==> src/verilog/pac_pkg.sv <==
package pac_pkg;
    localparam int            ADDR_W          = 10;
    localparam int            DATA_W          = 8;
    localparam int            SEL_W           = 6;
    localparam int            NUM_SRC         = 64;
    localparam logic [9:0]    STAT_CTRL_ADDR  = 10'h017;
    localparam logic [9:0]    AUX_CTRL_ADDR   = 10'h01D;
    localparam logic [9:0]    PLL_READ_ADDR   = 10'h01F;
    localparam logic [7:0]    AUX_RESET       = 8'h80;
    localparam logic [7:0]    STAT_RESET      = 8'h00;
    localparam logic [7:0]    READ_RESET      = 8'h00;
    localparam logic [7:0]    AUX_USED_MASK   = 8'hFB;
    localparam logic [7:0]    STAT_USED_MASK  = 8'hFC;
    localparam int            EEPROM_STAT_BIT = 7;
    localparam int            XTAL_EN_BIT     = 6;
    localparam int            DOUBLER_BIT     = 5;
    localparam int            FREEZE_BIT      = 4;
    localparam int            LD_COMP_BIT     = 3;
    localparam int            EXT_HOLD_BIT    = 1;
    localparam int            HOLD_EN_BIT     = 0;
    localparam int            SEL_LSB         = 2;
endpackage : pac_pkg

==> src/verilog/pac_sync.sv <==
`timescale 1ns/10ps
module pac_sync (
    input  wire logic i_clk,
    input  wire logic i_reset,
    input  wire logic i_async,
    output logic      o_sync
);
    logic stage1_reg;
    logic stage2_reg;
    logic stage1_next;
    logic stage2_next;

    // First stage is read only by the second
    always_comb begin
        stage1_next = i_async;
        stage2_next = stage1_reg;
    end

    always_ff @(posedge i_clk) begin
        if (i_reset) begin
            stage1_reg <= 1'b0;
            stage2_reg <= 1'b0;
        end else begin
            stage1_reg <= stage1_next;
            stage2_reg <= stage2_next;
        end
    end

    assign o_sync = stage2_reg;
endmodule : pac_sync

==> src/verilog/pac_aux_ctrl.sv <==
`timescale 1ns/10ps
module pac_aux_ctrl (
    input  wire logic                          i_clk,
    input  wire logic                          i_reset,
    input  wire logic                          i_wr_en,
    input  wire logic [pac_pkg::ADDR_W-1:0]    i_addr,
    input  wire logic [pac_pkg::DATA_W-1:0]    i_wr_data,
    input  wire logic                          i_rd_en,
    output logic      [pac_pkg::DATA_W-1:0]    o_rd_data,
    input  wire logic [pac_pkg::NUM_SRC-1:0]   i_status_src,
    input  wire logic                          i_eeprom_status,
    input  wire logic [pac_pkg::DATA_W-1:0]    i_pll_status,
    input  wire logic                          i_lock_detect_pin_cmp,
    output logic                               o_status_pin,
    output logic                               o_crystal_maintaining_amp_en,
    output logic                               o_doubler_en,
    output logic                               o_lock_detect_pin_cmp_en,
    output logic                               o_holdover_lock_ind,
    output logic                               o_ld_monitor,
    output logic                               o_auto_holdover
);
    import pac_pkg::*;

    logic [DATA_W-1:0] aux_reg;
    logic [DATA_W-1:0] aux_next;
    logic [DATA_W-1:0] stat_reg;
    logic [DATA_W-1:0] stat_next;
    logic [DATA_W-1:0] pll_read_reg;
    logic [DATA_W-1:0] pll_read_next;
    logic [DATA_W-1:0] rd_data_reg;
    logic [DATA_W-1:0] rd_data_next;
    logic              status_reg;
    logic              status_next;
    logic              hold_ind_reg;
    logic              hold_ind_next;
    logic              monitor_reg;
    logic              monitor_next;
    logic              auto_hold_reg;
    logic              auto_hold_next;
    logic              cmp_sync;
    logic [SEL_W-1:0]  sel;
    logic              auto_hold;

    // Comparator output is analog, so it is synchronised first
    pac_sync u_cmp_sync (
        .i_clk   (i_clk),
        .i_reset (i_reset),
        .i_async (i_lock_detect_pin_cmp),
        .o_sync  (cmp_sync)
    );

    function automatic logic hit(input logic [ADDR_W-1:0] a,
                                 input logic [ADDR_W-1:0] b);
        hit = (a == b);
    endfunction : hit

    assign sel       = stat_reg[SEL_LSB +: SEL_W];
    // External holdover bit hands control to the sync pin
    assign auto_hold = aux_reg[HOLD_EN_BIT] & ~aux_reg[EXT_HOLD_BIT];

    always_comb begin
        aux_next      = aux_reg;
        stat_next     = stat_reg;
        pll_read_next = pll_read_reg;
        rd_data_next  = rd_data_reg;
        if (i_wr_en && hit(i_addr, AUX_CTRL_ADDR)) begin
            aux_next = i_wr_data & AUX_USED_MASK;
        end
        if (i_wr_en && hit(i_addr, STAT_CTRL_ADDR)) begin
            stat_next = i_wr_data & STAT_USED_MASK;
        end
        if (!aux_reg[FREEZE_BIT]) begin
            pll_read_next = i_pll_status;
        end
        if (i_rd_en) begin
            if (hit(i_addr, AUX_CTRL_ADDR)) begin
                rd_data_next = aux_reg;
            end else if (hit(i_addr, STAT_CTRL_ADDR)) begin
                rd_data_next = stat_reg;
            end else if (hit(i_addr, PLL_READ_ADDR)) begin
                rd_data_next = pll_read_reg;
            end else begin
                rd_data_next = '0;
            end
        end
    end

    always_comb begin
        if (aux_reg[EEPROM_STAT_BIT]) begin
            status_next = i_eeprom_status;
        end else begin
            status_next = i_status_src[sel];
        end
        if (auto_hold && aux_reg[LD_COMP_BIT]) begin
            hold_ind_next = cmp_sync;
        end else begin
            hold_ind_next = 1'b1;
        end
        // Monitor held low when the comparator is disabled or used by automatic holdover
        monitor_next   = ~auto_hold & aux_reg[LD_COMP_BIT] & cmp_sync;
        auto_hold_next = auto_hold;
    end

    // Register group: bus-visible state
    always_ff @(posedge i_clk) begin
        if (i_reset) begin
            aux_reg      <= AUX_RESET;
            stat_reg     <= STAT_RESET;
            pll_read_reg <= READ_RESET;
            rd_data_reg  <= '0;
        end else begin
            aux_reg      <= aux_next;
            stat_reg     <= stat_next;
            pll_read_reg <= pll_read_next;
            rd_data_reg  <= rd_data_next;
        end
    end

    // Pin group: registered so no pin glitches on a decode change
    always_ff @(posedge i_clk) begin
        if (i_reset) begin
            status_reg    <= 1'b0;
            hold_ind_reg  <= 1'b1;
            monitor_reg   <= 1'b0;
            auto_hold_reg <= 1'b0;
        end else begin
            status_reg    <= status_next;
            hold_ind_reg  <= hold_ind_next;
            monitor_reg   <= monitor_next;
            auto_hold_reg <= auto_hold_next;
        end
    end

    assign o_rd_data                    = rd_data_reg;
    assign o_status_pin                 = status_reg;
    assign o_crystal_maintaining_amp_en = aux_reg[XTAL_EN_BIT];
    assign o_doubler_en                 = aux_reg[DOUBLER_BIT];
    assign o_lock_detect_pin_cmp_en     = aux_reg[LD_COMP_BIT];
    assign o_holdover_lock_ind          = hold_ind_reg;
    assign o_ld_monitor                 = monitor_reg;
    assign o_auto_holdover              = auto_hold_reg;
endmodule : pac_aux_ctrl

==> config.mk <==
export PLATFORM = sky130hd
export DESIGN_NAME = pac_aux_ctrl
export DESIGN_NICKNAME = d
export VERILOG_FILES = /design/src/verilog/pac_pkg.sv /design/src/verilog/pac_sync.sv /design/src/verilog/pac_aux_ctrl.sv
export SDC_FILE = /design/constraint.sdc
export NUM_CORES = 1
export LEC_CHECK = 0
export BUFFER_PORTS_ARGS = -buffer_cell sky130_fd_sc_hd__buf_2
export CAP_MARGIN = 30
export CORE_MARGIN = 5
export CORE_UTILIZATION = 48
export CTS_CLUSTER_DIAMETER = 30
export CTS_CLUSTER_SIZE = 10
export DETAILED_ROUTE_END_ITERATION = 16
export GPL_TIMING_DRIVEN = 1
export PLACE_DENSITY = 0.94
export SYNTH_ARGS = -nofsm -noshare
export SYNTH_HDL_FRONTEND = slang
export SYNTH_SLANG_ARGS = --single-unit
==> constraint.sdc <==
create_clock -name i_clk -period 2.9 [get_ports i_clk]
set_input_delay 0.145 -clock i_clk [delete_from_list [all_inputs] [get_ports i_clk]]
set_output_delay 0.145 -clock i_clk [all_outputs]
set_load 0.005 [all_outputs]
# Word-level counts from Yosys, hierarchy flattened
# Index checks and enable logic that the tools add are counted.
[totals] register_bits=35 wordCells=30
[op_classes] n_lt_le_gt_ge=1 eq_ne=3 n_mux=6 bitwise_logic=6 reduce_logical=4
[ops] op="$eq A10 B5 Y1 const B" count=3
[ops] op="$mux W8" count=3
[ops] op="$lt A6 B7 Y1 const B" count=1
[ops] op="$bmux W1 S6" count=1
[ops] op="$and A1 B1 Y1" count=3
[ops] op="$logic_and A1 B1 Y1" count=3
[ops] op="$not A1 Y1" count=3
[ops] op="$mux W1" count=2
[ops] op="$reduce_or A2 Y1" count=1

# Longest topological paths before layout
# Gate-level depths: netlist (run 1).
[depth] word_depth=5 ltp_mapped=8 depth_no_buf=5

# Hierarchy
# From an unflattened synthesis (run 1), not the netlist that was laid out.
[unflattened] cells_unflattened=200 hier_area_um2=2037.0
[modules_own_cells] mod="pac_aux_ctrl" instances=1 cells_per_inst=196 area_per_inst_um2=1984.4
[modules_own_cells] mod="pac_sync" instances=1 cells_per_inst=4 area_per_inst_um2=52.6

# Worst setup path before layout (run 1)
# No wires, ideal clock.
[synth_path] path_kind="register -> register" from="register stat_reg[2]" to="register status_reg (netlist: o_status_pin)" arrival_time_ns=1.557 t_required_ns=2.774 slack_ns=1.217 path_stages_with_launch=8 n_path_buf=2 cell_sequence="dfxtp_1 -> buf_6 -> buf_12 -> mux4_2 -> o22ai_1 -> nor4_1 -> nor4b_1 -> o41ai_1"
[synth_between] elab_chain_len=3
[synth_rtl] element="start: declaration" line_no="pac_aux_ctrl.sv:26" text="logic [DATA_W-1:0] stat_reg;"
[synth_rtl] element="start signal: assignment" line_no="pac_aux_ctrl.sv:113" text="stat_reg <= stat_next;"
[synth_rtl] element="$bmux W1 S6" line_no="pac_aux_ctrl.sv:92" text="status_next = i_status_src[sel];"
[synth_rtl] element="$mux W1 (not written as such)" line_no="pac_aux_ctrl.sv:92"
[synth_rtl] element="$mux W1" line_no="pac_aux_ctrl.sv:89" text="if (aux_reg[EEPROM_STAT_BIT]) begin"
[synth_rtl] element="end signal: assignment" line_no="pac_aux_ctrl.sv:127" text="status_reg <= status_next;"
[synth_rtl] element="end: declaration" line_no="pac_aux_ctrl.sv:32" text="logic status_reg;"
# No other way between the ends. The select of a mux whose other input is x is not followed.
# A chain may end at the register's enable or synchronous reset.

# Final worst setup path (run 1)
# Ends and elaborated chain as after synthesis.

==> run metrics, run 1 <==
largest net degree at the start of global routing=37; Synth Flop Type=dfxtp_1; met3 Usage GRT=0.05607; Hold WC Path Type=in2reg; Antenna Nets Post-Route=0; outcome=completed; GRT met2 Usage=0.3743; Starting Density=0.5017; Setup crit end kind=register; clock sinks=35; Setup WS post-layout=0.7589 ns; CTS tree=yes; gpl congestion=0.8195; initial DRC count=244; Root Driver=clkbuf_8; Setup WS pre-CTS=0.7538 ns; HPWL after DPL=4.645 mm; number of synthesized flops with an enable pin=0; Tightest Pin Transition=0.7037 ns; critical path type=reg2reg; vias in the first global route=1983; WP data arrival=2.29 ns; Worst setup SP type=register; number of CTS-inserted buffers=5; setup TNS=0 ns; Total Wirelength=5.880 mm; Die ar.=5644 um^2; cells after synthesis=200; Yosys reg bits=35; vias per cell=5.591; maximum ir drop on the vdd rail=352.7 uV; RSZ-0062 raised after global routing=false; First-pass DRT Iterations=4; WP data required=3.05 ns; Setup-failing EPs final=0; Post-synth ARST share=0; Post-route DRC=0; WL/cell=16.70 um; final slew viol count=0; Overall Power=1.051 mW; power per standard cell area=396.7 nW/um^2; DP Area=2537 um^2; Final period util=0.7383; min Tclk post-route=2.141 ns; layout cell share with drive strength beyond 1=0.4570; io pins=111; Synth Area per Inst=10.18 um^2; global-route wire length before repair=8.887 mm; IO Port Bufs=110; total gr overflow=0; Synth Net Count=296; Layout Skew=0.01033 ns; FP Rows=23; clock-pin slew on the worst setup and hold paths=0.07 ns; final hold slack=0.08337 ns; Nets=397; met1 usage in global routing=0.2329; slew margin rel.=0.5302; leak pwr=1.223 nW; worst-skew pair later-pin latency=0.29 ns; Sequential cell area=700.7 um^2; Overall Global Routing Usage=0.2082; diode count=0; FILL cells=325; Ys Warns=0; Max Cap Viol=0; vias=1968; antenna violations before repair=0; final instance area=2650 um^2; Die Ht=75.13 um; most used routing layer=met2; die width=75.13 um; core area=4058 um^2; CTS Hold Bufs=0; Cell Area, Synth=2036 um^2; H-tree lvl count=2; Setup Buffers After CTS=0; fmax=467.1 MHz; post-synth cell types=39; Syn-to-layout area delta=30.18%; final hold violation count=0; sequential-to-total area share from yosys stat=0.3442; CTS Buffer Depth=2; CP Max Fanout=19; post-CTS sizing=0; multi-input logic area=1190 um^2
[power by group]
part	internal [mW]	switching, mW	total [mW]
logic	0.0743	0.0478	0.122
registers	0.488	0.00429	0.493
clock network	0.256	0.181	0.436
total	0.819	0.233	1.05
[per-layer routing]
layer,vias to the layer above,share of wire
met2,103,0.53
met5,-,0
met3,14,0.092
li1,942,-
met1,909,0.36
met4,0,0.019
[synth_stat cells, drive strengths merged (3+ instances only)]
cell type  count  area, um^2
nand2b         7       43.79
nor2b         10       62.56
clkbuf         9       43.79
nor2          30       112.6
nor4           4       25.02
buf            8       75.07
a21oi          5       25.02
dfxtp         35       700.7
o311ai         5       43.79
a211oi         3       27.52
mux4          12       277.8
nand3          4       20.02
o22ai          7       43.79
nand2          3       11.26
mux2i         28       280.3
inv            7       26.28
mux2           4       45.04
[layout make-up]
type                            count  share of cell area
Multi-Input combinational cell    141              0.4490
Sequential cell                    35              0.2644
Timing Repair Buffer              111              0.2106
Clock buffer                        5             0.02597
Tap cell                           50             0.02361
Clock inverter                      3             0.01653
Inverter                            7            0.009915
[through the flow]
stage	cells	utilization
2_1_floorplan	200	-
3_3_place_gp	344	0.6253
3_5_place_dp	344	0.6253
4_1_cts	352	0.6531
5_1_grt	352	0.6531
6_report	352	0.6531
[kinds of logic after synthesis]
kind of cell	count (synthesis)	share of synthesized area
flops	35	0.3442
simple gates	69	0.1887
compound gates	28	0.09956
mux	44	0.2963
buf+inv	24	0.07130
[critical path, cell delays in order (launching register included)]
cell and delay [ns]:
dfxtp_1 0.49, buf_4 0.34, mux4_1 0.58, o22ai_1 0.15
nor4_1 0.07, nor4_1 0.25, o41ai_1 0.13
[cell usage in the layout, fill, tap and decap left out, drive strengths merged, types with 3 or more instances in the layout]
| cell | synthesis | layout |
|---|---|---|
| buf | 8 | 111 |
| dfxtp | 35 | 35 |
| nor2 | 30 | 30 |
| mux2i | 28 | 28 |
| mux4 | 12 | 12 |
| nor2b | 10 | 10 |
| inv | 7 | 7 |
| nand2b | 7 | 7 |
| o22ai | 7 | 7 |
| o311ai | 5 | 5 |
| a21oi | 5 | 5 |
| clkbuf | 9 | 5 |
| nand3 | 4 | 4 |
| mux2 | 4 | 4 |
| nor4 | 4 | 4 |
| nand2 | 3 | 3 |
| a211oi | 3 | 3 |
[path summary, 6_finish.rpt]
path	cells past startpoint	to	slack [ns]	startpoint
hold reg to reg	1	u_cmp_sync.o_sync	0.44	u_cmp_sync.stage1_reg
setup / recovery	6	o_status_pin	0.76	stat_reg[2]
hold / removal	2	u_cmp_sync.stage1_reg	0.08	i_lock_detect_pin_cmp
setup reg to reg	6	o_status_pin	0.76	stat_reg[2]
Note: power is estimated with default switching activity, not from simulation.
==> inputs of run 2 (changes only) <==
--- a/config.mk
+++ b/config.mk
@@ -8,12 +8,12 @@
 export BUFFER_PORTS_ARGS = -buffer_cell sky130_fd_sc_hd__buf_2
 export CAP_MARGIN = 30
 export CORE_MARGIN = 5
-export CORE_UTILIZATION = 48
+export CORE_UTILIZATION = 40
 export CTS_CLUSTER_DIAMETER = 30
 export CTS_CLUSTER_SIZE = 10
 export DETAILED_ROUTE_END_ITERATION = 16
 export GPL_TIMING_DRIVEN = 1
-export PLACE_DENSITY = 0.94
+export PLACE_DENSITY = 0.85
 export SYNTH_ARGS = -nofsm -noshare
 export SYNTH_HDL_FRONTEND = slang
 export SYNTH_SLANG_ARGS = --single-unit
==> constraint.sdc (replaced) <==
create_clock -name i_clk -period 1.8 [get_ports i_clk]
set_input_delay 0.09 -clock i_clk [delete_from_list [all_inputs] [get_ports i_clk]]
set_output_delay 0.09 -clock i_clk [all_outputs]
set_load 0.005 [all_outputs]
==> run 2 against run 1 <==
  * The run now ends with setup timing left
  * Highest routed layer unchanged
  * Clock power is 43% higher
  * Largest power group unchanged
  * Core utilization is 9.3 points lower
  * Register-to-register slack worse by 0.85 ns
==> run metrics, run 2 (synthesis results as in run 1) <==
Antenna Nets Post-Route=0; NetSw=358.7 uW; min Tclk post-route=1.893 ns; Layout Skew=0.005271 ns; Setup WS pre-CTS=-0.1276 ns; vias per cell=5.128; Nets=407; WP data required=1.97 ns; IO Port Bufs=110; placed instance count=373; CP Max Fanout=8; Logic pwr share=0.125; Total Wirelength=6.058 mm; Final period util=1.052; Hold WC Path Type=in2reg; CP most frequent cell=buf_12; clock-pin slew on the worst setup and hold paths=0.07 ns; slowest stage delay, CP=0.37 ns; FF-to-FF Start=stat_reg[2]; Syn-to-layout area delta=37.74%; critical path type=reg2reg; most frequent cells in the layout=buf_2 (110), dfxtp_1 (34), nor2_1 (30); final hold slack=0.01179 ns; Root Driver=clkbuf_8; most common cell after layout, fill and taps aside=buf_2; Die Ht=81.34 um; antenna violations before repair=0; maximum ir drop on the vdd rail=570.8 uV; Non-Filler Instances=382; diode count=0; final core occ=0.5597; WP data arrival=2.06 ns; FILL cells=471; final hold violation count=0; Starting Density=0.4063; vias in the first global route=1969; core area=5010 um^2; HPWL after DPL=4.753 mm; power per standard cell area=576.9 nW/um^2; FP Rows=26; CP cell instances=buf_12 -> buf_12 -> buf_4 -> mux2i_1 -> a211oi_2 -> o221ai_1 -> nor4b_2 -> o41ai_1; slew margin rel.=0.6450; total gr overflow=0; layout cell share with drive strength beyond 1=0.4872; fmax=528.3 MHz; CTS Hold Bufs=0; Overall Power=1.618 mW; WL/cell=15.86 um; clock sinks=35; CTS Buffer Depth=2; Tightest Pin Transition=0.5317 ns; CP Buf/Inv Count=3; Max Cap Viol=0; Net Sw Frac=0.2217; Die ar.=6616 um^2; leak pwr=1.282 nW; die width=81.34 um; DP Area=2655 um^2; Setup-failing EPs final=1; number of CTS-inserted buffers=5; vias=1959; worst-skew pair later-pin latency=0.29 ns; final instance area=2804 um^2; CP delay by family, top=compound AO/OA/AOI/OAI gates; Post-route DRC=0; First-pass DRT Iterations=4; io pins=111; Sequential Power Share=0.490; CTS tree=yes; Setup WS post-layout=-0.09292 ns; part of the power in the clock network=0.385; initial DRC count=130; Setup crit end kind=register; RSZ-0062 raised after global routing=true; setup TNS=-0.09292 ns; outcome=complete, but fails checks; Overall Global Routing Usage=0.1826; H-tree lvl count=2; Critical Path Start=stat_reg[2]; P_int=1.259 mW; gpl congestion=0.8367; global-route wire length before repair=9.190 mm; Worst setup SP type=register; final slew viol count=0; largest net degree at the start of global routing=36; failing checks=setup timing; Critical Path Slowest Stage Cell=o41ai_1; Min-Delay Startpoint=i_lock_detect_pin_cmp
run 2: cell types whose count changed in the layout (fill, tap and decap cells not counted), moves of 2 or more:
cell / change
buf_4: +7
a22oi_1: -2
a22oi_2: +2
buf_12: +2
clkbuf_8: +2
run 2: layout make-up:
class	instances	area (um^2)	share of cell area
timing repair buffer	121	675.6	0.2410
inverter	7	26.28	0.009371
clock buffer	8	100.1	0.03570
sequential	35	701.9	0.2503
tap	70	87.58	0.03124
multi-input combinational	141	1212	0.4324
run 2: timing repair:
item                                    CTS  global route
endpoints found under the setup margin    1             1
gates resized for setup                   4             1
setup buffers                             0             0
cloned                                    0             1
pin swaps                                 2             2
run 2: power by group through the flow:
| stage | Sequential [mW] | Combinational, mW | Clock (mW) |
|---|---|---|---|
| after floorplan | 0.809 | 0.0776 | 0 |
| after global placement | 0.811 | 0.192 | 0 |
| after detailed placement | 0.811 | 0.198 | 0 |
| after CTS | 0.793 | 0.200 | 0.640 |
| after global routing | 0.794 | 0.220 | 0.674 |
| final | 0.793 | 0.201 | 0.623 |
run 2: path summary, 6_finish.rpt:
kind	end	slack, ns	depth (start not counted)
worst max-delay path	o_status_pin	-0.09	8
worst max register to register	o_status_pin	-0.09	8
worst min-delay path	u_cmp_sync.stage1_reg	0.01	2
worst min register to register	u_cmp_sync.o_sync	0.45	1
run 2: per-layer routing:
layer,share of wire,vias up,global-route usage
li1,-,959,-
met4,0.018,0,0.06250
met2,0.51,67,0.3021
met5,0,-,0
met3,0.069,13,0.06652
met1,0.40,920,0.2174
